**config.mk**
```make
export PLATFORM = sky130hd
export DESIGN_NAME = msr_regs
export DESIGN_NICKNAME = d
export VERILOG_FILES = /design/src/core/msr_pkg.sv /design/src/core/msr_acc_if.sv /design/src/core/msr_bus_slave.sv /design/src/core/msr_trim_axis.sv /design/src/core/msr_regs.sv
export SDC_FILE = /design/constraint.sdc
export NUM_CORES = 1
export LEC_CHECK = 0
export ABC_AREA = 0
export BUFFER_PORTS_ARGS = -buffer_cell sky130_fd_sc_hd__buf_2
export CAP_MARGIN = 25
export CORE_UTILIZATION = 25
export CTS_CLUSTER_SIZE = 25
export DETAILED_ROUTE_END_ITERATION = 6
export MAX_ROUTING_LAYER = met4
export PLACE_DENSITY = 0.38
export SLEW_MARGIN = 25
export SYNTH_ARGS = -nofsm -noshare
export SYNTH_HDL_FRONTEND = slang
export SYNTH_SLANG_ARGS = --single-unit
```
**constraint.sdc**
```tcl
create_clock -name clk -period 5.3 [get_ports clk]
set_input_delay 1.06 -clock clk [delete_from_list [all_inputs] [get_ports clk]]
set_output_delay 1.06 -clock clk [all_outputs]
set_load 0.02 [all_outputs]
```
**src/core/msr_pkg.sv**
```systemverilog
package msr_pkg;
  localparam int IDX_W = 7;
  localparam int TRIM_W = 15;
  localparam int AXES = 3;

  // register indices; byte address is four times the index
  localparam logic [6:0] OFS_FACT_X = 7'h00;
  localparam logic [6:0] OFS_FACT_Y = 7'h01;
  localparam logic [6:0] OFS_FACT_Z = 7'h02;
  localparam logic [6:0] OFS_DELAY = 7'h67;
  localparam logic [6:0] OFS_PATH_RST = 7'h68;
  localparam logic [6:0] OFS_MOTION = 7'h69;
  localparam logic [6:0] OFS_USER = 7'h6a;
  localparam logic [6:0] OFS_PWR1 = 7'h6b;
  localparam logic [6:0] OFS_PWR2 = 7'h6c;
  localparam logic [6:0] OFS_CNT_HI = 7'h72;
  localparam logic [6:0] OFS_CNT_LO = 7'h73;
  localparam logic [6:0] OFS_QDATA = 7'h74;
  localparam logic [6:0] OFS_IDENT = 7'h75;
  localparam logic [6:0] OFS_MAP_SEL = 7'h7f;

  // per-axis trim pairs, element 0 is x
  localparam logic [2:0][6:0] NAT_TRIM_HI = {7'h7d, 7'h7a, 7'h77};
  localparam logic [2:0][6:0] NAT_TRIM_LO = {7'h7e, 7'h7b, 7'h78};
  localparam logic [2:0][6:0] CMP_TRIM_HI = {7'h0a, 7'h08, 7'h06};
  localparam logic [2:0][6:0] CMP_TRIM_LO = {7'h0b, 7'h09, 7'h07};

  localparam logic [7:0] RST_ZERO = 8'h00;
  localparam logic [7:0] RST_PWR1 = 8'h01;

  // writable bits; the rest read as zero, except power two bits 7:6 in the compatibility map (wake rate)
  localparam logic [7:0] MASK_DELAY = 8'h9f;
  localparam logic [7:0] MASK_MOTION = 8'hc0;
  localparam logic [7:0] MASK_PWR1 = 8'h7f;
  localparam logic [7:0] MASK_PWR2 = 8'h3f;
  localparam logic [7:0] MASK_CNT_HI = 8'h1f;

  localparam int PWR1_RESET_BIT = 7;
  localparam int PWR1_SLEEP_BIT = 6;
  localparam int WAKE_MSB = 7;
  localparam int WAKE_LSB = 6;
  localparam int MAP_SEL_BIT = 0;
endpackage : msr_pkg

```
**src/core/msr_acc_if.sv**
```systemverilog
`timescale 1ns/1ps
interface msr_acc_if;
  logic [6:0] idx;
  logic [7:0] wdata;
  logic wr;
  logic [7:0] rdata;
  modport slave (output idx, output wdata, output wr, input rdata);
  modport core (input idx, input wdata, input wr, output rdata);
endinterface : msr_acc_if

```
**src/core/msr_bus_slave.sv**
```systemverilog
`timescale 1ns/1ps
module msr_bus_slave #(
  parameter int ADDR_W = 9
) (
  input wire logic clk,
  input wire logic rst,
  input wire logic [ADDR_W-1:0] address,
  input wire logic read,
  input wire logic write,
  input wire logic [31:0] writedata,
  input wire logic [3:0] byteenable,
  output logic [31:0] readdata,
  output logic waitrequest,
  msr_acc_if.slave acc
);
  if (ADDR_W != msr_pkg::IDX_W + 2) begin : g_bad_addr
    $error("address width must cover the word index plus two byte bits");
  end

  logic waitrequest_r;
  logic [31:0] readdata_r;
  logic aligned;

  assign aligned = (address[1:0] == 2'h0);
  assign acc.idx = address[ADDR_W-1:2];
  assign acc.wdata = writedata[7:0];
  // a write lands only on the edge where waitrequest is seen low
  assign acc.wr = write && !waitrequest_r && byteenable[0] && aligned;

  // every access is held one cycle, then answered for exactly one cycle
  always_ff @(posedge clk or posedge rst) begin
    if (rst) begin
      waitrequest_r <= 1'b1;
    end else if ((read || write) && waitrequest_r) begin
      waitrequest_r <= 1'b0;
    end else begin
      waitrequest_r <= 1'b1;
    end
  end

  always_ff @(posedge clk or posedge rst) begin
    if (rst) begin
      readdata_r <= 32'h0;
    end else if (read && waitrequest_r) begin
      readdata_r <= aligned ? {24'h0, acc.rdata} : 32'h0;
    end
  end

  assign readdata = readdata_r;
  assign waitrequest = waitrequest_r;
endmodule : msr_bus_slave

```
**src/core/msr_trim_axis.sv**
```systemverilog
`timescale 1ns/1ps
module msr_trim_axis #(
  parameter int TRIM_W = 15
) (
  input wire logic clk,
  input wire logic rst,
  input wire logic clear,
  input wire logic wr_high,
  input wire logic wr_low,
  input wire logic [7:0] wdata,
  output logic [TRIM_W-1:0] trim,
  output logic [7:0] high_byte,
  output logic [7:0] low_byte
);
  if (TRIM_W < 9 || TRIM_W > 16) begin : g_bad_w
    $error("trim width must lie between 9 and 16");
  end

  logic [TRIM_W-1:0] trim_r;

  always_ff @(posedge clk or posedge rst) begin
    if (rst) begin
      trim_r <= '0;
    end else if (clear) begin
      trim_r <= '0;
    end else begin
      if (wr_high) begin
        trim_r[TRIM_W-1 -: 8] <= wdata;
      end
      if (wr_low) begin
        trim_r[TRIM_W-9:0] <= wdata[7 -: (TRIM_W-8)];
      end
    end
  end

  assign trim = trim_r;
  assign high_byte = trim_r[TRIM_W-1 -: 8];
  // low part is left justified, unused low bits read zero
  assign low_byte = 8'({trim_r[TRIM_W-9:0], {(16-TRIM_W){1'b0}}});
endmodule : msr_trim_axis

```
**src/core/msr_regs.sv**
```systemverilog
// Functional notes
// - every register resets to zero except power one, identity and factory test
// - power control one at index 107 resets to 0x01
// - factory test registers 0 to 2 hold nonzero values; device reset keeps them
// - factory test registers read back the 8-bit manufacturing test result
// - high register of a pair holds upper 8 bits, low the rest
// - after power-up the device is active, not asleep
// - native map by default; compatibility map differs only at listed registers
// - compatibility mode moves accel trim pairs to indices 6 to 11
// - compatibility mode power two bits 7:6 are wake rate; 5:0 axis disables
`timescale 1ns/1ps
module msr_regs #(
  parameter logic [7:0] IDENTITY = 8'h5a, // arbitrary identity value
  parameter logic [7:0] FACT_X = 8'h11,
  parameter logic [7:0] FACT_Y = 8'h22,
  parameter logic [7:0] FACT_Z = 8'h33,
  parameter int TRIM_W = msr_pkg::TRIM_W
) (
  input wire logic clk,
  input wire logic rst,
  input wire logic [8:0] avs_address,
  input wire logic avs_read,
  input wire logic avs_write,
  input wire logic [31:0] avs_writedata,
  input wire logic [3:0] avs_byteenable,
  output logic [31:0] avs_readdata,
  output logic avs_waitrequest,
  output logic compat_mode,
  output logic sleep,
  output logic [2:0] clock_source,
  output logic [5:0] axis_disable,
  output logic [1:0] low_power_wake_rate,
  output logic [2:0] path_reset_pulse,
  output logic [TRIM_W-1:0] accel_x_trim,
  output logic [TRIM_W-1:0] accel_y_trim,
  output logic [TRIM_W-1:0] accel_z_trim
);
  // factory values must stay nonzero through any reset
  if (FACT_X == 8'h00 || FACT_Y == 8'h00 || FACT_Z == 8'h00) begin : g_bad_fact
    $error("factory test values must be nonzero");
  end

  msr_acc_if acc ();

  msr_bus_slave #(
    .ADDR_W(9)
  ) u_bus (
    .clk(clk),
    .rst(rst),
    .address(avs_address),
    .read(avs_read),
    .write(avs_write),
    .writedata(avs_writedata),
    .byteenable(avs_byteenable),
    .readdata(avs_readdata),
    .waitrequest(avs_waitrequest),
    .acc(acc.slave)
  );

  logic [7:0] delay_r;
  logic [7:0] motion_r;
  logic [7:0] user_r;
  logic [7:0] pwr1_r;
  logic [7:0] pwr2_r;
  logic [7:0] cnt_hi_r;
  logic [7:0] cnt_lo_r;
  logic [7:0] qdata_r;
  logic [1:0] wake_r;
  logic compat_r;
  logic soft_rst_r;
  logic [2:0] path_pulse_r;
  logic [2:0][7:0] fact_r;
  logic [2:0][6:0] hi_ofs;
  logic [2:0][6:0] lo_ofs;
  logic [2:0][7:0] hi_b;
  logic [2:0][7:0] lo_b;
  logic [2:0][TRIM_W-1:0] trim;
  logic [7:0] rd_mux;

  function automatic logic hit(input logic [6:0] ofs);
    return acc.wr && (acc.idx == ofs);
  endfunction : hit

  // device reset bit: one-cycle pulse that reloads all defaults except the factory results
  always_ff @(posedge clk or posedge rst) begin
    if (rst) begin
      soft_rst_r <= 1'b0;
    end else begin
      soft_rst_r <= hit(msr_pkg::OFS_PWR1) && acc.wdata[msr_pkg::PWR1_RESET_BIT];
    end
  end

  // general control registers
  always_ff @(posedge clk or posedge rst) begin
    if (rst) begin
      delay_r <= msr_pkg::RST_ZERO;
      motion_r <= msr_pkg::RST_ZERO;
      user_r <= msr_pkg::RST_ZERO;
      pwr2_r <= msr_pkg::RST_ZERO;
      cnt_hi_r <= msr_pkg::RST_ZERO;
      cnt_lo_r <= msr_pkg::RST_ZERO;
      qdata_r <= msr_pkg::RST_ZERO;
    end else if (soft_rst_r) begin
      delay_r <= msr_pkg::RST_ZERO;
      motion_r <= msr_pkg::RST_ZERO;
      user_r <= msr_pkg::RST_ZERO;
      pwr2_r <= msr_pkg::RST_ZERO;
      cnt_hi_r <= msr_pkg::RST_ZERO;
      cnt_lo_r <= msr_pkg::RST_ZERO;
      qdata_r <= msr_pkg::RST_ZERO;
    end else begin
      if (hit(msr_pkg::OFS_DELAY)) begin
        delay_r <= acc.wdata & msr_pkg::MASK_DELAY;
      end
      if (hit(msr_pkg::OFS_MOTION)) begin
        motion_r <= acc.wdata & msr_pkg::MASK_MOTION;
      end
      if (hit(msr_pkg::OFS_USER)) begin
        user_r <= acc.wdata;
      end
      if (hit(msr_pkg::OFS_PWR2)) begin
        pwr2_r <= acc.wdata & msr_pkg::MASK_PWR2;
      end
      if (hit(msr_pkg::OFS_CNT_HI)) begin
        cnt_hi_r <= acc.wdata & msr_pkg::MASK_CNT_HI;
      end
      if (hit(msr_pkg::OFS_CNT_LO)) begin
        cnt_lo_r <= acc.wdata;
      end
      if (hit(msr_pkg::OFS_QDATA)) begin
        qdata_r <= acc.wdata;
      end
    end
  end

  // power control one: wakes active, clock select 1
  always_ff @(posedge clk or posedge rst) begin
    if (rst) begin
      pwr1_r <= msr_pkg::RST_PWR1;
    end else if (soft_rst_r) begin
      pwr1_r <= msr_pkg::RST_PWR1;
    end else if (hit(msr_pkg::OFS_PWR1)) begin
      // reset bit is self-clearing, never stored
      pwr1_r <= acc.wdata & msr_pkg::MASK_PWR1;
    end
  end

  // wake rate only exists in the compatibility map
  always_ff @(posedge clk or posedge rst) begin
    if (rst) begin
      wake_r <= 2'h0;
    end else if (soft_rst_r) begin
      wake_r <= 2'h0;
    end else if (hit(msr_pkg::OFS_PWR2) && compat_r) begin
      wake_r <= acc.wdata[msr_pkg::WAKE_MSB:msr_pkg::WAKE_LSB];
    end
  end

  // map select; native after any reset
  always_ff @(posedge clk or posedge rst) begin
    if (rst) begin
      compat_r <= 1'b0;
    end else if (soft_rst_r) begin
      compat_r <= 1'b0;
    end else if (hit(msr_pkg::OFS_MAP_SEL)) begin
      compat_r <= acc.wdata[msr_pkg::MAP_SEL_BIT];
    end
  end

  // path reset bits act as one-cycle strobes and read back zero
  always_ff @(posedge clk or posedge rst) begin
    if (rst) begin
      path_pulse_r <= 3'h0;
    end else if (hit(msr_pkg::OFS_PATH_RST)) begin
      path_pulse_r <= acc.wdata[2:0];
    end else begin
      path_pulse_r <= 3'h0;
    end
  end

  // factory results: loaded at power-on, untouched by device reset
  always_ff @(posedge clk or posedge rst) begin
    if (rst) begin
      fact_r <= {FACT_Z, FACT_Y, FACT_X};
    end else begin
      for (int i = 0; i < msr_pkg::AXES; i++) begin
        if (hit(msr_pkg::OFS_FACT_X + 7'(i))) begin
          fact_r[i] <= acc.wdata;
        end
      end
    end
  end

  // trim pair location follows the active map
  always_comb begin
    hi_ofs = compat_r ? msr_pkg::CMP_TRIM_HI : msr_pkg::NAT_TRIM_HI;
    lo_ofs = compat_r ? msr_pkg::CMP_TRIM_LO : msr_pkg::NAT_TRIM_LO;
  end

  for (genvar a = 0; a < msr_pkg::AXES; a++) begin : g_axis
    msr_trim_axis #(
      .TRIM_W(TRIM_W)
    ) u_trim (
      .clk(clk),
      .rst(rst),
      .clear(soft_rst_r),
      // written out, not through hit(): a port expression would not see acc.wr change
      .wr_high(acc.wr && (acc.idx == hi_ofs[a])),
      .wr_low(acc.wr && (acc.idx == lo_ofs[a])),
      .wdata(acc.wdata),
      .trim(trim[a]),
      .high_byte(hi_b[a]),
      .low_byte(lo_b[a])
    );
  end

  // read mux; unmapped indices read zero
  always_comb begin
    rd_mux = 8'h00;
    case (acc.idx)
      msr_pkg::OFS_FACT_X: rd_mux = fact_r[0];
      msr_pkg::OFS_FACT_Y: rd_mux = fact_r[1];
      msr_pkg::OFS_FACT_Z: rd_mux = fact_r[2];
      msr_pkg::OFS_DELAY: rd_mux = delay_r;
      msr_pkg::OFS_PATH_RST: rd_mux = 8'h00;
      msr_pkg::OFS_MOTION: rd_mux = motion_r;
      msr_pkg::OFS_USER: rd_mux = user_r;
      msr_pkg::OFS_PWR1: rd_mux = pwr1_r;
      msr_pkg::OFS_PWR2: rd_mux = compat_r ? {wake_r, pwr2_r[5:0]} : pwr2_r;
      msr_pkg::OFS_CNT_HI: rd_mux = cnt_hi_r;
      msr_pkg::OFS_CNT_LO: rd_mux = cnt_lo_r;
      msr_pkg::OFS_QDATA: rd_mux = qdata_r;
      msr_pkg::OFS_IDENT: rd_mux = IDENTITY;
      msr_pkg::OFS_MAP_SEL: rd_mux = {7'h00, compat_r};
      default: rd_mux = 8'h00;
    endcase
    for (int a = 0; a < msr_pkg::AXES; a++) begin
      if (acc.idx == hi_ofs[a]) begin
        rd_mux = hi_b[a];
      end
      if (acc.idx == lo_ofs[a]) begin
        rd_mux = lo_b[a];
      end
    end
  end

  assign acc.rdata = rd_mux;

  assign compat_mode = compat_r;
  assign sleep = pwr1_r[msr_pkg::PWR1_SLEEP_BIT];
  assign clock_source = pwr1_r[2:0];
  assign axis_disable = pwr2_r[5:0];
  assign low_power_wake_rate = wake_r;
  assign path_reset_pulse = path_pulse_r;
  assign accel_x_trim = trim[0];
  assign accel_y_trim = trim[1];
  assign accel_z_trim = trim[2];
endmodule : msr_regs

```
======== Word-level counts from Yosys, hierarchy flattened ========
Cells that the tools add are included.
word-level totals
  flip-flop bits (word level) ............. 173
  logic and storage cells ................. 130
  output and inout port bits .............. 94
operators by class
  reduce and logical (&&, ||, !) cells .... 46
  equality and inequality tests ........... 19
  mux-type cells .......................... 42
operator list
  kind                                            number
  two-way mux 8 bit                               27
  case mux 8 bit (13 select lines)                1
  == test 7 bit (second input constant)           11
  two-way mux 15 bit                              3
  == test 7 bit                                   6
  two-way mux 21 bit                              2
  nonzero test 2 bit                              16
  logical AND 1 bit                               26
  two-way mux 7 bit                               3
  == test 7 x 1 -> 1 bit (second input constant)  1
  == test 7 x 2 -> 1 bit (second input constant)  1
  zero test 7 bit                                 1
  two-way mux 2 bit                               2
  two-way mux 1 bit                               3
  two-way mux 3 bit                               1
  zero test 2 bit                                 1
  zero test 1 bit                                 1
  logical OR 1 bit                                1

======== Depth between registers and ports, before layout ========
Gate-level depths: netlist (run 1).
  word-level depth ........................ 9
  mapped depth ............................ 9
  gate-level depth less buffers ........... 6

======== Modules after synthesis ========
A second synthesis (run 1) with hierarchy kept.
second synthesis, totals
  cells, all modules ...................... 781
  area total of the unflattened synthesis .. 7780.0 µm²
by module, submodules not included
  module         cells an instance  area each (µm²)  times used  sequential area each (µm²)
  msr_regs       519                4922.2           1           2038.2
  msr_trim_axis  66                 739.5            3           375.4
  msr_bus_slave  64                 639.4            1           226.5

======== Least setup slack after synthesis (run 1) ========
No wires, ideal clock.
  path type ............................... input -> register
  start ................................... in avs_address[2]
  end ..................................... reg u_bus.readdata_r[6] (netlist: u_bus.readdata[6])
  buffers on the path ..................... 2
  slack ................................... 2643 ps
  stages on the path ...................... 8
  data arrival time ....................... 2536 ps
  cell sequence ........................... buf_2 > buf_2 > maj3_1 > a22oi_1 > o22ai_1 > nor4_1 > o221ai_1 > a22o_1
on the way
  longest elaborated chain between the ends .. 9
ends and longest elaborated chain
  item                                         RTL line             source
  start, declared                              msr_regs.sv:21       input wire logic [8:0] avs_address,
  == test 7 bit, or another cell as far along  msr_regs.sv:220      case (acc.idx)
  case mux 8 bit (13 select lines)             msr_regs.sv:220
  two-way mux 8 bit                            msr_regs.sv:238      if (acc.idx == hi_ofs[a]) begin
  two-way mux 8 bit                            msr_regs.sv:241      if (acc.idx == lo_ofs[a]) begin
  two-way mux 8 bit                            msr_regs.sv:238
  two-way mux 8 bit                            msr_regs.sv:241
  two-way mux 8 bit                            msr_regs.sv:238
  two-way mux 8 bit (*)                        msr_regs.sv:241
  two-way mux 8 bit (*)                        msr_bus_slave.sv:45  readdata_r <= aligned ? {24'h0, acc.rdata} : 32'h0;
  end signal, assigned                         msr_bus_slave.sv:45
  end, declared                                msr_bus_slave.sv:21  logic [31:0] readdata_r;
Every way passes the cells marked *; elsewhere a longest branch is shown, timed or not.
A chain may end at the register's enable or synchronous reset.

======== Worst setup path in the final report (run 1) ========
  start ................................... in avs_address[2]
  end ..................................... reg u_bus.readdata_r[2] (netlist: u_bus.readdata[2])
The elaborated chain is that of the path after synthesis.

==> run metrics, run 1 <==
WL/cell=22.8 µm; WP buf/inv=1; Slowest-stage cell, CP=buf_2; CTS tree=built; Final nets=850; Final ANT Viol Nets=0; Stages on worst setup path=7; design area=0.00853 mm²; CTS max path bufs=2; Critical Path RT=between 5000 and 6000 ps; synthesized area=0.00725 mm²; Worst setup endpoint=u_bus.readdata[2]$_DFFE_PP0P_; grt total ovfl=0; Fin. Hold Viols=0; post-synthesis sequential area ratio=46.7%; Layout area overhead=17.6%; worst hold slack=482 ps; MaxCap Viol Count=0; gr busiest metal=met2; ys async rst share=between 90% and 100%; io pins=~140; Worst EP arrival=3540 ps; CP cell instances=buf_2 -> and4b_1 -> a22oi_1 -> or2_1 -> o221ai_1 -> nor3_1 -> a211o_1; total power draw=around 2.5 mW; Worst-path clk slew=60 ps; slowest cell delay on critical path=650 ps; most frequent cells in the layout=124 x dfrtp_1, 91 x buf_2, 72 x nand2_1; fill count=between 3000 and 4000; postcts setup bufs=0; ys flop type=dfrtp_1; first-pass iteration count of the detailed router=5; Final Max Tran Viols=0; critical path endpoint category=register; type of the worst min-delay path=reg -> reg; Reg2Reg Depth=5; DP Area=approximately 0.008 mm²; Max-slew headroom=41.2%; M3 GR Usage=under 10%; fin crit period=3230 ps; Peak VDD IR=0.212 mV; GPL Wtd Cong=approximately 0.87; Hold Buf Count CTS=0; Crit Reg-Reg Startpoint=compat_mode$_DFFE_PP0P_; fmax=0.310 GHz; #FFs+latches synth=between 100 and 150; skew final=14.1 ps; Die H=172 µm; Worst Setup Path Type=in -> reg; initial antenna violation count=0; Worst-Skew Late Latency=430 ps; CTS H-tree lvls=4; PwrDens=297 mW/mm²; status=completed; routed via count=5971; root buffer cell=clkbuf_16; Buffers on Ports=91; most common cell after layout, fill and taps aside=dfrtp_1; cell family with most CP delay=simple AND/OR/NAND/NOR gates; post_cts resized=0; leakage=3.96 nW; Die ar.=roughly 0.03 mm²; Synth Instances=about 740; non-filler cells, final=roughly 1200; initial core utilization=25.8%; measured slew at the worst slew-check pin=882 ps; initial drt markers=509; clock sink count=135; EDFF count, synth=0; pin count of the biggest net entering global routing=61; number of global-route vias before repair=5903; Inst Count DP=1160; met1 global-route usage=between 20% and 30%; RSZ-0062 raised after global routing=no; Ant. Diodes=0; die width=approximately 170 µm; GR met2 Demand/Resource=30.0%; Remaining DRCs=0; post-route clock period utilization=approximately three fifths; Synth cell types=67; first-pass GRT wire length=40.5 mm; critical path startpoint=avs_address[2]; total wire length=~27 mm; vias per cell=5.01; placed wire-length estimate=18.4 mm; FF-to-FF End=g_axis[2].u_trim.trim[10]$_DFFE_PP0P_; Core Area=approximately 0.028 mm²; CTS Buf Count=17; CP max FO=38; r2r setup slk=roughly 2500 ps; Fin Setup TNS=0 ps; Cell Rows=61; syn avg cell area=9.78 µm²; crit start category=input pin; yosys warns=0; Final Setup Violations=0; total track usage=between 15 and 20%; share of cells above drive strength 1=23.3%
==> power by group <==
group,internal [mW],total (mW),switching [mW],leakage (nW)
clock network,0.833,1.31,0.480,0.299
registers,1.04,1.05,0.00873,1.85
logic,0.0340,0.172,0.138,1.81
total,1.91,2.53,0.627,3.96
==> cell usage after synthesis, drive strengths merged (4+ instances only) <==
| cell type | instances | area, µm² |
|---|---|---|
| and2 | 7 | 43.8 |
| a22oi | 13 | 97.6 |
| clkbuf | 28 | 105 |
| mux2 | 27 | 304 |
| inv | 4 | 15.0 |
| buf | 55 | 353 |
| a211o | 4 | 35.0 |
| nor3 | 21 | 210 |
| o21ai | 25 | 125 |
| o221ai | 8 | 70.1 |
| nand2 | 72 | 270 |
| dfstp | 10 | 263 |
| and3 | 8 | 50.1 |
| nand4 | 7 | 43.8 |
| dfrtp | 125 | 3130 |
| nor4 | 4 | 25.0 |
| a21oi | 60 | 304 |
| nor2 | 73 | 289 |
| nand3 | 52 | 260 |
| a32oi | 9 | 78.8 |
| mux2i | 60 | 613 |
| nor2b | 7 | 43.8 |
| a221oi | 4 | 35.0 |
==> state kept, by name, indices dropped and copies added, names as in the netlist <==
| register | cells |
|---|---|
| compat_mode | 1 |
| user_r | 8 |
| pwr1_r | 7 |
| pwr2_r | 6 |
| low_power_wake_rate | 2 |
| motion_r | 2 |
| qdata_r | 8 |
| path_reset_pulse | 3 |
| fact_r | 24 |
| cnt_lo_r | 8 |
| u_bus.readdata | 8 |
| delay_r | 6 |
| g_axis.u_trim.trim | 45 |
| u_bus.waitrequest | 1 |
| cnt_hi_r | 5 |
| soft_rst_r | 1 |
==> layer usage <==
metal	part of all wire, %	wire, µm
met4	1.6	430
met2	46	12600
met3	4.4	1210
met1	48	13000
met5	0	0
==> cell families after synthesis <==
logic type,synth area share [%]
muxes,12.6
AOI/OAI and AO/OA,14.4
and+or+nand+nor,19.2
adders and majority gates,0.276
DFF,46.7
other,0.0517
xor gates and xnor gates,0.242
buffers and inverters,6.52
==> worst min path at each step <==
| stage | end | start | slack (ps) | depth (start not counted) |
|---|---|---|---|---|
| 2_1_floorplan | fact_r[8]$_DFFE_PP0P_ | fact_r[8]$_DFFE_PP0P_ | 470 | 1 |
| 3_3_place_gp | u_bus.readdata[2]$_DFFE_PP0P_ | u_bus.readdata[2]$_DFFE_PP0P_ | 480 | 1 |
| 3_5_place_dp | u_bus.readdata[2]$_DFFE_PP0P_ | u_bus.readdata[2]$_DFFE_PP0P_ | 480 | 1 |
| 4_1_cts | u_bus.readdata[2]$_DFFE_PP0P_ | u_bus.readdata[2]$_DFFE_PP0P_ | 480 | 1 |
| 5_1_grt | fact_r[6]$_DFFE_PP0P_ | fact_r[6]$_DFFE_PP0P_ | 510 | 1 |
| 6_report | u_bus.readdata[2]$_DFFE_PP0P_ | u_bus.readdata[2]$_DFFE_PP0P_ | 480 | 1 |
==> layout make-up <==
cell class / instances / area (µm²) / share of cell area [%]
sequential: 135 / 3390 / 39.8
inverter: 4 / 20.0 / 0.235
multi-input combinational: 543 / 3480 / 40.8
tap: 378 / 473 / 5.54
clock buffer: 19 / 433 / 5.07
timing repair buffer: 100 / 523 / 6.13
clock inverter: 13 / 204 / 2.39
==> stage by stage <==
stage | setup WS (ps) | utilization, %
global placement | 1600 | 28.0
CTS | 2060 | 30.3
global route | 1870 | 30.3
finish | 2070 | 30.3
detailed placement | 1620 | 28.0
floorplan | 645 | -
(Power assumes the default switching activity.)
==> run 2: changes to the inputs <==
clock period = 3.2 ns   (was 5.3 ns; I/O delays follow)
==> run 2 against run 1 <==
Worst setup slack worse by 1600 ps. Utilization up 0.89 points. Count of clock-buffer cells in the layout down 1. Sequential share of layout area down 1.1 points. Register-to-register slack worse by 2000 ps. Design area up 2.9%. Highest routed layer unchanged. Global-route usage up 0.38 points. Clock power up 56%. Critical path depth unchanged. Combinational power up 74%. Total power up 61%.
==> run metrics, run 2 (same netlist as run 1, synthesis figures left out) <==
type of the worst min-delay path=in -> async; Sw Ratio=around 27%; pin count of the biggest net entering global routing=66; post_cts resized=0; Worst-Skew Late Latency=430 ps; Final nets=roughly 900; Fin Setup TNS=0 ps; initial drt markers=414; most common cell after layout, fill and taps aside=dfrtp_1; total wire length=27.5 mm; PwrDens=464 mW/mm²; RSZ-0062 raised after global routing=no; GPL Wtd Cong=between 0.8 and 0.9; Reg2Reg Depth=7; Final Max Tran Viols=0; share of cells above drive strength 1=26.6%; r2r setup slk=500 ps; Clock power frac=between 50% and 60%; CTS Buf Count=17; Layout area overhead=21.1%; Buffers on Ports=91; slowest cell delay on critical path=860 ps; initial antenna violation count=1; MaxCap Viol Count=0; placed wire-length estimate=19.1 mm; Hold Buf Count CTS=0; CP dominant cell by count=buf_4; WL/cell=22.4 µm; vias per cell=5.03; Worst-path clk slew=roughly 70 ps; FF-to-FF End=u_bus.readdata[5]$_DFFE_PP0P_; io pins=143; die width=approximately 170 µm; routed via count=slightly above 6000; measured slew at the worst slew-check pin=881 ps; grt total ovfl=0; Critical Path RT=3510 ps; CTS H-tree lvls=4; Die ar.=0.0297 mm²; Worst Setup Path Type=reg -> reg; Peak VDD IR=0.231 mV; initial core utilization=roughly a quarter; max reg flops=45; Die H=around 170 µm; Cell Rows=61; crit start category=register; Worst EP arrival=3010 ps; CTS max path bufs=2; total track usage=19.9%; Final Setup Violations=0; fin crit period=2700 ps; fmax=0.370 GHz; Fin. Hold Viols=0; Final ANT Viol Nets=0; skew final=10.5 ps; CP max FO=17; most frequent cells in the layout=124 x dfrtp_1, 91 x buf_2, 72 x nand2_1; leakage=4.11 nW; Comb pwr share=~7.4%; post-route clock period utilization=84.4%; Remaining DRCs=0; first-pass GRT wire length=around 41 mm; clock sink count=135; Core Area=between 0.02 and 0.03 mm²; critical path endpoint category=register; CP cell instances=mux2i_1 -> buf_4 -> a21oi_1 -> a2111oi_0 -> buf_4 -> and3b_1 -> o21ai_1; number of global-route vias before repair=a little over 6000; CTS tree=built; Flop pwr share=42.7%; first-pass iteration count of the detailed router=5; status=completed; Util after Layout=31.2%; Sw Pwr=1.09 mW; root buffer cell=clkbuf_16; Slowest-stage cell, CP=dfrtp_1; postcts setup bufs=0; Crit Reg-Reg Startpoint=compat_mode$_DFFE_PP0P_; Max-slew headroom=~41%; internal power=about 3 mW
## run 2: per-layer routing
layer,GRT usage (%),routed length (µm),part of all wire (%),vias to the layer above
met3,3.43,1000,3.6,22
met5,-,0,0,-
met4,5.12,363,1.3,0
met2,31.2,12900,47,168
met1,26.5,13200,48,3150
li1,-,-,-,2831
## run 2: area by class of cell
type | instances | area (µm²)
Antenna cell | 2 | 5.00
Clock buffer | 18 | 439
Clock inverter | 14 | 160
Fill cell | 3006 | 19400
Inverter | 4 | 18.8
Multi-Input combinational cell | 543 | 3480
Sequential cell | 135 | 3390
Tap cell | 378 | 473
Timing Repair Buffer | 133 | 808
## run 2: worst max-delay path, delay by kind of cell, from the launching register on
kind	cells	cell delay, ps
DFF	1	860
muxes	1	370
AOI/OAI and AO/OA	3	740
buffers and inverters	2	470
and+or+nand+nor	1	150
## run 2: power groups by stage
| stage | Sequential (mW) | Clock, mW | Combinational [mW] |
|---|---|---|---|
| 4_1_cts | 1.74 | 2.10 | 0.304 |
| 2_1_floorplan | 1.77 | 0 | 0.190 |
| 6_report | 1.74 | 2.04 | 0.300 |
| 3_5_place_dp | 1.77 | 0 | 0.303 |
| 3_3_place_gp | 1.77 | 0 | 0.304 |
| 5_1_grt | 1.74 | 2.17 | 0.329 |
## run 2: worst max path at each step
stage / cells past startpoint / end / start
floorplan: 1 / cnt_hi_r[0]$_DFFE_PP0P_ / rst
global placement: 8 / u_bus.readdata[4]$_DFFE_PP0P_ / avs_address[5]
detailed placement: 8 / u_bus.readdata[4]$_DFFE_PP0P_ / avs_address[5]
CTS: 7 / u_bus.readdata[5]$_DFFE_PP0P_ / compat_mode$_DFFE_PP0P_
global route: 7 / u_bus.readdata[5]$_DFFE_PP0P_ / compat_mode$_DFFE_PP0P_
finish: 7 / u_bus.readdata[5]$_DFFE_PP0P_ / compat_mode$_DFFE_PP0P_
## run 2: through the flow
stage          area, µm²  power, mW  hold WS, ps  setup slack, ps  instances
2_1_floorplan       7340       1.96          473              889        765
3_3_place_gp        8180       2.07          486              262       1193
3_5_place_dp        8180       2.07          489              255       1193
4_1_cts             8780       4.14          269              478       1225
5_1_grt             8780       4.24          298              259       1226
6_report            8780       4.07          269              498       1227
